--- config.mk ---
export PLATFORM = sky130hd
export DESIGN_NAME = tone_device_flat
export DESIGN_NICKNAME = d
export VERILOG_FILES = /design/src/tone_bus_pkg.sv /design/src/tone_bus_if.sv /design/src/tone_device.sv /design/src/flat_wrapper.sv
export SDC_FILE = /design/constraint.sdc
export NUM_CORES = 1
export LEC_CHECK = 0
export BUFFER_PORTS_ARGS = -buffer_cell sky130_fd_sc_hd__buf_2
export CAP_MARGIN = 10
export CORE_UTILIZATION = 45
export DETAILED_ROUTE_END_ITERATION = 10
export GPL_TIMING_DRIVEN = 0
export PLACE_DENSITY_LB_ADDON = 0.25
export SYNTH_ARGS = -nofsm -noshare
export SYNTH_HDL_FRONTEND = slang
export SYNTH_SLANG_ARGS = --single-unit
--- constraint.sdc ---
create_clock -name hclk -period 5.3 [get_ports hclk]
set_input_delay 0.265 -clock hclk [delete_from_list [all_inputs] [get_ports hclk]]
set_output_delay 0.265 -clock hclk [all_outputs]
set_load 0.02 [all_outputs]
--- src/tone_bus_pkg.sv ---
`default_nettype none
package tone_bus_pkg;
    localparam logic [7:0] CMD_GENERAL_RESET = 8'h01;
    localparam logic [7:0] CMD_CONTROL_WRITE = 8'h30;
    localparam logic [7:0] CMD_STATUS_READ   = 8'h31;
    localparam logic [7:0] CMD_FREQ_READ     = 8'h32;
    localparam logic [7:0] CMD_SILENCE_WRITE = 8'h33;
    localparam logic [7:0] CMD_TONE1_WRITE   = 8'h34;
    localparam logic [7:0] CMD_TONE2_WRITE   = 8'h35;
    localparam logic [7:0] CMD_TIMER_WRITE   = 8'h36;
    // control bit positions
    localparam int CTL_AUDIO_SW   = 7;
    localparam int CTL_TIMER_IEN  = 6;
    localparam int CTL_DEC_IEN    = 5;
    localparam int CTL_SUM_SW     = 4;
    localparam int CTL_BAND_HI    = 3;
    localparam int CTL_BAND_LO    = 2;
    // status bit positions
    localparam int ST_LOGIC_IN    = 3;
    localparam int ST_TIMER       = 2;
    localparam int ST_SILENCE     = 1;
    localparam int ST_MEASURE     = 0;
    localparam logic [7:0]  CONTROL_RESET = 8'h00;
    localparam logic [7:0]  PERIOD_RESET  = 8'h00;
    localparam logic [15:0] TONE_RESET    = 16'h0000;
    // host-side register offsets on ahb-lite
    localparam logic [7:0] HOST_CMD    = 8'h00;
    localparam logic [7:0] HOST_DATA   = 8'h04;
    localparam logic [7:0] HOST_STATUS = 8'h08;
    localparam logic [7:0] HOST_REPLY  = 8'h0c;
    localparam int HOST_DIV = 4;
endpackage
`default_nettype wire

--- src/tone_bus_if.sv ---
`timescale 1ns/1ps
`default_nettype none
interface tone_bus_if;
    logic serial_clock;
    logic select_n;
    logic cmd_data;
    logic reply_data;
    logic irq_n;
    modport device (input serial_clock, input select_n, input cmd_data,
                    output reply_data, output irq_n);
    modport host   (output serial_clock, output select_n, output cmd_data,
                    input reply_data, input irq_n);
endinterface
`default_nettype wire

--- src/tone_device.sv ---
`timescale 1ns/1ps
`default_nettype none
module tone_device
    import tone_bus_pkg::*;
(
    input  wire logic        hclk,
    input  wire logic        hresetn,
    input  wire logic        clk_en,
    tone_bus_if.device       bus,
    input  wire logic        logic_input,
    input  wire logic        timer_expired,
    input  wire logic        silence_expired,
    input  wire logic        measure_done,
    input  wire logic [15:0] measured_freq,
    output logic             audio_switch,
    output logic             summing_switch,
    output logic [1:0]       band_select,
    output logic [7:0]       silence_period,
    output logic [15:0]      tone_one,
    output logic [15:0]      tone_two,
    output logic [7:0]       timer_period,
    output logic             timer_reload
);
    import tone_bus_pkg::*;

    ////////////////////////////////////////////////////////////////
    logic [1:0] sck_s, sel_s, din_s, lin_s;
    logic       sck_d;
    always_ff @(posedge hclk or negedge hresetn) begin
        if (!hresetn) begin
            sck_s <= 2'h0;
            sel_s <= 2'h3;
            din_s <= 2'h0;
            lin_s <= 2'h0;
            sck_d <= 1'b0;
        end else if (clk_en) begin
            sck_s <= {sck_s[0], bus.serial_clock};
            sel_s <= {sel_s[0], bus.select_n};
            din_s <= {din_s[0], bus.cmd_data};
            lin_s <= {lin_s[0], logic_input};
            sck_d <= sck_s[1];
        end
    end
    wire logic rise   = sck_s[1] & ~sck_d;
    wire logic fall   = ~sck_s[1] & sck_d;
    wire logic active = ~sel_s[1];

    ////////////////////////////////////////////////////////////////
    logic [7:0]  shift;
    logic [2:0]  bit_cnt;
    logic [1:0]  byte_cnt;
    logic [7:0]  cmd;
    logic [7:0]  first_byte;
    logic [15:0] reply_shift;
    logic [7:0]  control;
    logic [2:0]  flags;
    wire logic [7:0] next_byte = {shift[6:0], din_s[1]};
    wire logic byte_done = active && rise && bit_cnt == 3'h7;
    wire logic [7:0] status_byte = {4'h0, lin_s[1], flags};

    function automatic logic is_read(input logic [7:0] c);
        return c == CMD_STATUS_READ || c == CMD_FREQ_READ;
    endfunction

    always_ff @(posedge hclk or negedge hresetn) begin
        if (!hresetn) begin
            shift    <= 8'h00;
            bit_cnt  <= 3'h0;
            byte_cnt <= 2'h0;
            cmd      <= 8'h00;
        end else if (clk_en) begin
            if (!active) begin
                bit_cnt  <= 3'h0;
                byte_cnt <= 2'h0;
            end else if (rise) begin
                shift   <= next_byte;
                bit_cnt <= bit_cnt + 3'h1;
                if (bit_cnt == 3'h7) begin
                    if (byte_cnt != 2'h3)
                        byte_cnt <= byte_cnt + 2'h1;
                    if (byte_cnt == 2'h0)
                        cmd <= next_byte;
                end
            end
        end
    end

    // first data byte of a two-byte write is the high byte
    always_ff @(posedge hclk or negedge hresetn) begin
        if (!hresetn)
            first_byte <= 8'h00;
        else if (clk_en && byte_done && byte_cnt == 2'h1)
            first_byte <= next_byte;
    end

    ////////////////////////////////////////////////////////////////
    wire logic cmd_byte  = byte_done && byte_cnt == 2'h0;
    wire logic data1     = byte_done && byte_cnt == 2'h1;
    wire logic data2     = byte_done && byte_cnt == 2'h2;
    wire logic gen_reset = cmd_byte && next_byte == CMD_GENERAL_RESET;
    wire logic st_read   = cmd_byte && next_byte == CMD_STATUS_READ;
    wire logic tmr_write = data1 && cmd == CMD_TIMER_WRITE;
    wire logic sil_write = data1 && cmd == CMD_SILENCE_WRITE;

    always_ff @(posedge hclk or negedge hresetn) begin
        if (!hresetn) begin
            control        <= CONTROL_RESET;
            silence_period <= PERIOD_RESET;
            tone_one       <= TONE_RESET;
            tone_two       <= TONE_RESET;
            timer_period   <= PERIOD_RESET;
            timer_reload   <= 1'b0;
        end else if (clk_en) begin
            timer_reload <= 1'b0;
            if (data1 && cmd == CMD_CONTROL_WRITE)
                control <= next_byte;
            if (sil_write)
                silence_period <= next_byte;
            if (data2 && cmd == CMD_TONE1_WRITE)
                tone_one <= {first_byte, next_byte};
            if (data2 && cmd == CMD_TONE2_WRITE)
                tone_two <= {first_byte, next_byte};
            if (tmr_write) begin
                timer_period <= next_byte;
                timer_reload <= 1'b1;
            end
            if (gen_reset) begin
                timer_period <= PERIOD_RESET;
                timer_reload <= 1'b1;
            end
        end
    end

    always_ff @(posedge hclk or negedge hresetn) begin
        if (!hresetn) begin
            audio_switch   <= 1'b0;
            summing_switch <= 1'b0;
            band_select    <= 2'h0;
        end else if (clk_en) begin
            audio_switch   <= control[CTL_AUDIO_SW];
            summing_switch <= control[CTL_SUM_SW];
            band_select    <= control[CTL_BAND_HI:CTL_BAND_LO];
        end
    end

    ////////////////////////////////////////////////////////////////
    // set wins over clear; a zero period expires until a nonzero period is written
    wire logic tmr_event = timer_expired || (timer_period == 8'h00 && !tmr_write);
    always_ff @(posedge hclk or negedge hresetn) begin
        if (!hresetn)
            flags <= 3'h0;
        else if (clk_en) begin
            flags[ST_TIMER] <= tmr_event ? 1'b1 :
                (st_read || tmr_write || gen_reset) ? 1'b0 : flags[ST_TIMER];
            flags[ST_SILENCE] <= silence_expired ? 1'b1 :
                (st_read || sil_write || gen_reset) ? 1'b0 : flags[ST_SILENCE];
            flags[ST_MEASURE] <= measure_done ? 1'b1 :
                (st_read || gen_reset) ? 1'b0 : flags[ST_MEASURE];
        end
    end

    ////////////////////////////////////////////////////////////////
    always_ff @(posedge hclk or negedge hresetn) begin
        if (!hresetn) begin
            reply_shift    <= 16'h0000;
            bus.reply_data <= 1'b0;
        end else if (clk_en) begin
            if (cmd_byte && is_read(next_byte)) begin
                if (next_byte == CMD_STATUS_READ)
                    reply_shift <= {status_byte, 8'h00};
                else
                    reply_shift <= measured_freq;
            end else if (active && fall && byte_cnt != 2'h0 && is_read(cmd)) begin
                bus.reply_data <= reply_shift[15];
                reply_shift    <= {reply_shift[14:0], 1'b0};
            end
        end
    end

    always_ff @(posedge hclk or negedge hresetn) begin
        if (!hresetn)
            bus.irq_n <= 1'b1;
        else if (clk_en)
            bus.irq_n <= ~((flags[ST_TIMER] && control[CTL_TIMER_IEN]) ||
                ((flags[ST_SILENCE] || flags[ST_MEASURE]) && control[CTL_DEC_IEN]));
    end
endmodule
`default_nettype wire

--- src/flat_wrapper.sv ---
// flat-port wrapper written by rule: the top's interface ports become plain ports
module tone_device_flat import tone_bus_pkg::*;
  (hclk, hresetn, clk_en, logic_input, timer_expired, silence_expired, measure_done, measured_freq, audio_switch, summing_switch, band_select, silence_period, tone_one, tone_two, timer_period, timer_reload, bus_serial_clock, bus_select_n, bus_cmd_data, bus_reply_data, bus_irq_n);
  tone_bus_if bus_i ();
  input  wire logic hclk;
  input  wire logic hresetn;
  input  wire logic clk_en;
  input  wire logic logic_input;
  input  wire logic timer_expired;
  input  wire logic silence_expired;
  input  wire logic measure_done;
  input  wire logic [15:0] measured_freq;
  output logic audio_switch;
  output logic summing_switch;
  output logic [1:0] band_select;
  output logic [7:0] silence_period;
  output logic [15:0] tone_one;
  output logic [15:0] tone_two;
  output logic [7:0] timer_period;
  output logic timer_reload;
  input wire logic [$bits(bus_i.serial_clock)-1:0] bus_serial_clock;
  input wire logic [$bits(bus_i.select_n)-1:0] bus_select_n;
  input wire logic [$bits(bus_i.cmd_data)-1:0] bus_cmd_data;
  output wire logic [$bits(bus_i.reply_data)-1:0] bus_reply_data;
  output wire logic [$bits(bus_i.irq_n)-1:0] bus_irq_n;
  assign bus_i.serial_clock = bus_serial_clock;
  assign bus_i.select_n = bus_select_n;
  assign bus_i.cmd_data = bus_cmd_data;
  assign bus_reply_data = bus_i.reply_data;
  assign bus_irq_n = bus_i.irq_n;
  tone_device u_core (.hclk(hclk), .hresetn(hresetn), .clk_en(clk_en), .bus(bus_i), .logic_input(logic_input), .timer_expired(timer_expired), .silence_expired(silence_expired), .measure_done(measure_done), .measured_freq(measured_freq), .audio_switch(audio_switch), .summing_switch(summing_switch), .band_select(band_select), .silence_period(silence_period), .tone_one(tone_one), .tone_two(tone_two), .timer_period(timer_period), .timer_reload(timer_reload));
endmodule
==> results.txt <==
Run status = complete, but fails checks
Failing checks = DRC
Max VDD drop = 0.3342 mV
Largest net degree at the start of global routing = 91
Combinational share of power = 13.5%
Worst R2R Start = u_core.bit_cnt[0]
Synth Register Bits = 117
Initial core utilization = 46.74%
Fill count = 957
Period utilization = 54.08%
Worst reg2reg path endpoint = u_core.silence_period[4]
RSZ-0062 raised after global routing = no
CTS resizes = 0
Final setup fails = 0
Count leader, synth = dfrtp_1
Syn Std Cell Area = 5405 um^2
Vias/cell = 5.600
Area occupied by registers = 2932 um^2
Tightest Pin Transition = 0.9709 ns
Post-synth top area cell = dfrtp_1
Synth top area cells = dfrtp_1 (53%), mux2_2 (14%), o21ai_0 (2.3%)
Leakage = 3.238 nW
Num CTS Buffers = 17
Area grow syn2layout = 23.52%
Switch share = 26.77%
Top_reg_cell synth = dfrtp_1
Site row count = 39
Cell mode on critical path = ha_1
# port buffers = 79
CTS clk-pin slew, worst paths = 0.06 ns
Mux contribution to synthesized area = 16.25%
Clock Skew = 0.01679 ns
Total of max-cap violations = 0
Worst Hold Margin = 0.09434 ns
Starting DRT DRC Count = 299
CTS tree = yes
Initial antenna violation count = 0
Crit Path Class = reg2reg
Seq/Total Area, Yosys = 54.24%
Clk pwr share = 48.3%
Synth cell types = 53
Clk_lat worst skew = 0.41 ns
Worst rel slew slack = 35.10%
Worst R2R Path Depth = 6
Clk buf depth = 2
Final period demand of the worst path = 2.866 ns
Die H = 111.6 um
Die Footprint = 12,450 um^2
Synth Area in Compound Gates = 11.25%
DP Wirelength = 8543 um
Syn Nets = 468
Final Max Tran Viols = 0
H-tree lvl count = 4
Gr ovfl total = 0
Ys Warns = 0
Pwr per Cell Area = 388.9 nW/um^2
Asr flop ratio synth = 100.0%
Diode count = 0
Routed Antenna Nets = 0
Crit path capture type = flip-flop
Worst min path class = in2reg
Simple-gate portion of the synthesized area = 12.52%
Crit path max-delay family = simple AND/OR/NAND/NOR gates
Cell internal pwr = 0.001901 W
Final-report hold violation count = 0
# IOs = 81
Largest family of logic cells by synthesized area = multiplexers
EDFF count, synth = 0
Reg-to-reg setup timing slack = 2.43 ns
Crit path DAT = 3.16 ns
Synth Area in XOR/XNOR = 0.3241%
Hold depth = 2
Multi-input logic area = 2256 um^2
First-pass GRT wire length = 20,840 um
Share of layout cells above drive strength 1 = 40.18%
CP required = 5.59 ns
Adder-cell share of the synthesized area = 1.389%
1st-pass router iterations = 7
Avg Cell Area, Syn = 12.40 um^2
Hold wc startpoint = silence_expired
Vias after detailed routing = 3,881
Die W = 111.6 um
Yosys top cell area share = 52.78%
DR WL/cell = 18.20 um
Nets = 569
Crit-path slowest cell = nand3_1
DRT Wirelength = 12,610 um
Commonest cells post-synth = dfrtp_1 (114), mux2_2 (68), nand2_1 (29), o21ai_0 (25), clkbuf_1 (17)
Critical path launch point type = flip-flop
P_sw = 0.0006949 W
Gpl congestion = 0.8573
Worst hold endpoint = u_core.flags[1]
Max Fanout on Critical Path = 10
Buf/Inv on CP = 0
Flop pwr share = 38.2%
Fmax = 0.3489 GHz
Vias in the first global route = 4,029
Critical-path cell list = ha_1, ha_1, or3b_1, nor2_2, nand3_1, mux2_2
Gr usage total = 21.61%
Setup total negative slack = 0 ns
Synth Instances = 436
Number of remaining DRC errors = 4
Clk root buf = clkbuf_16
Core box area = 11,560 um^2
Max stage delay on crit path = 0.59 ns
CTS sink count = 117
through the flow:
step | util, % | instances | area (um^2) | power, W | setup slack [ns]
2_1_floorplan | - | 436 | 5405 | 0.001217 | 2.894
3_3_place_gp | 51.70 | 658 | 5979 | 0.001344 | 2.485
3_5_place_dp | 52.00 | 659 | 6013 | 0.001357 | 2.412
4_1_cts | 57.69 | 692 | 6671 | 0.002615 | 2.399
5_1_grt | 57.73 | 693 | 6676 | 0.002697 | 2.245
6_report | 57.73 | 693 | 6676 | 0.002596 | 2.434
worst reg2reg max path: stages (launching register included):
cell and delay, ns:
dfrtp_1 0.36, ha_1 0.16, ha_1 0.23, or3b_1 0.45
nor2_2 0.52, nand3_1 0.60, mux2_2 0.46
repair_timing:
item | in CTS | in global routing
hold buffers | 1 | 0
setup buffers | 0 | 0
endpoints found under the hold margin | 27 | 0
power by group through the flow:
stage	clock network (W)	logic (W)	registers [W]
after floorplan	0	0.000230	0.000987
after global placement	0	0.000338	0.00101
after detailed placement	0	0.000350	0.00101
after CTS	0.00127	0.000353	0.000991
after global routing	0.00131	0.000393	0.000998
final	0.00125	0.000350	0.000993
layer usage:
metal / GRT usage (%) / up-vias / wire length (um)
li1: - / 1815 / -
met1: 28.56 / 1956 / 5591
met2: 35.46 / 97 / 6192
met3: 5.008 / 13 / 684
met4: 6.667 / 0 / 144
met5: 0 / - / 0
kinds of logic after synthesis:
logic type / count (synthesis)
multiplexers: 78
buffers and inverters: 46
AO/OA/AOI/OAI: 81
AND/OR/NAND/NOR: 106
XOR/XNOR: 2
flip-flops: 117
adder cells (fa/ha/maj): 6
how the worst max path moves through the flow:
stage / start / endpoint / slack (ns) / cells after the start
2_1_floorplan: u_core.bit_cnt[0] / u_core.tone_one[6] / 2.89 / 7
3_3_place_gp: u_core.bit_cnt[0] / u_core.silence_period[2] / 2.49 / 6
3_5_place_dp: u_core.bit_cnt[0] / u_core.silence_period[4] / 2.41 / 6
4_1_cts: u_core.bit_cnt[0] / u_core.silence_period[0] / 2.40 / 6
5_1_grt: u_core.bit_cnt[0] / u_core.silence_period[7] / 2.25 / 6
6_report: u_core.bit_cnt[0] / u_core.silence_period[4] / 2.43 / 6
placed cells by master (no fill, tap or decap), drive strengths merged, types with 3 or more instances in the layout:
master	instances
inv	17
or3b	12
buf	93
a221oi	11
mux2	78
nor4	17
a22o	7
a32oi	4
ha	6
o21ai	26
clkinv	4
nand2	29
o21a	4
nor3	5
nor2b	3
nor2	7
dfstp	3
o22ai	4
and2	11
nand2b	3
a31oi	12
bufinv	5
dfrtp	114
clkbuf	38
nand3	5
o2bb2ai	5
nand4b	3
registers in the layout, indices dropped and copies added, names as in the netlist, 3 cells and up:
register / cells
u_core.timer_period: 8
u_core.flags: 3
u_core.first_byte: 8
u_core.bit_cnt: 3
u_core.shift: 7
u_core.tone_two: 16
u_core.cmd: 8
u_core.control: 6
u_core.tone_one: 16
u_core.reply_shift: 16
u_core.silence_period: 8
cell type report:
class | count | area share [%]
inverters | 16 | 0.8996
clock inverters | 12 | 3.017
clock buffers | 20 | 6.690
repair buffers | 82 | 6.653
well taps | 143 | 2.680
plain buffers | 30 | 2.361
multi-input cells | 273 | 33.79
flip-flops and latches | 117 | 43.91
No activity file was read; power rests on OpenSTA's default activity.
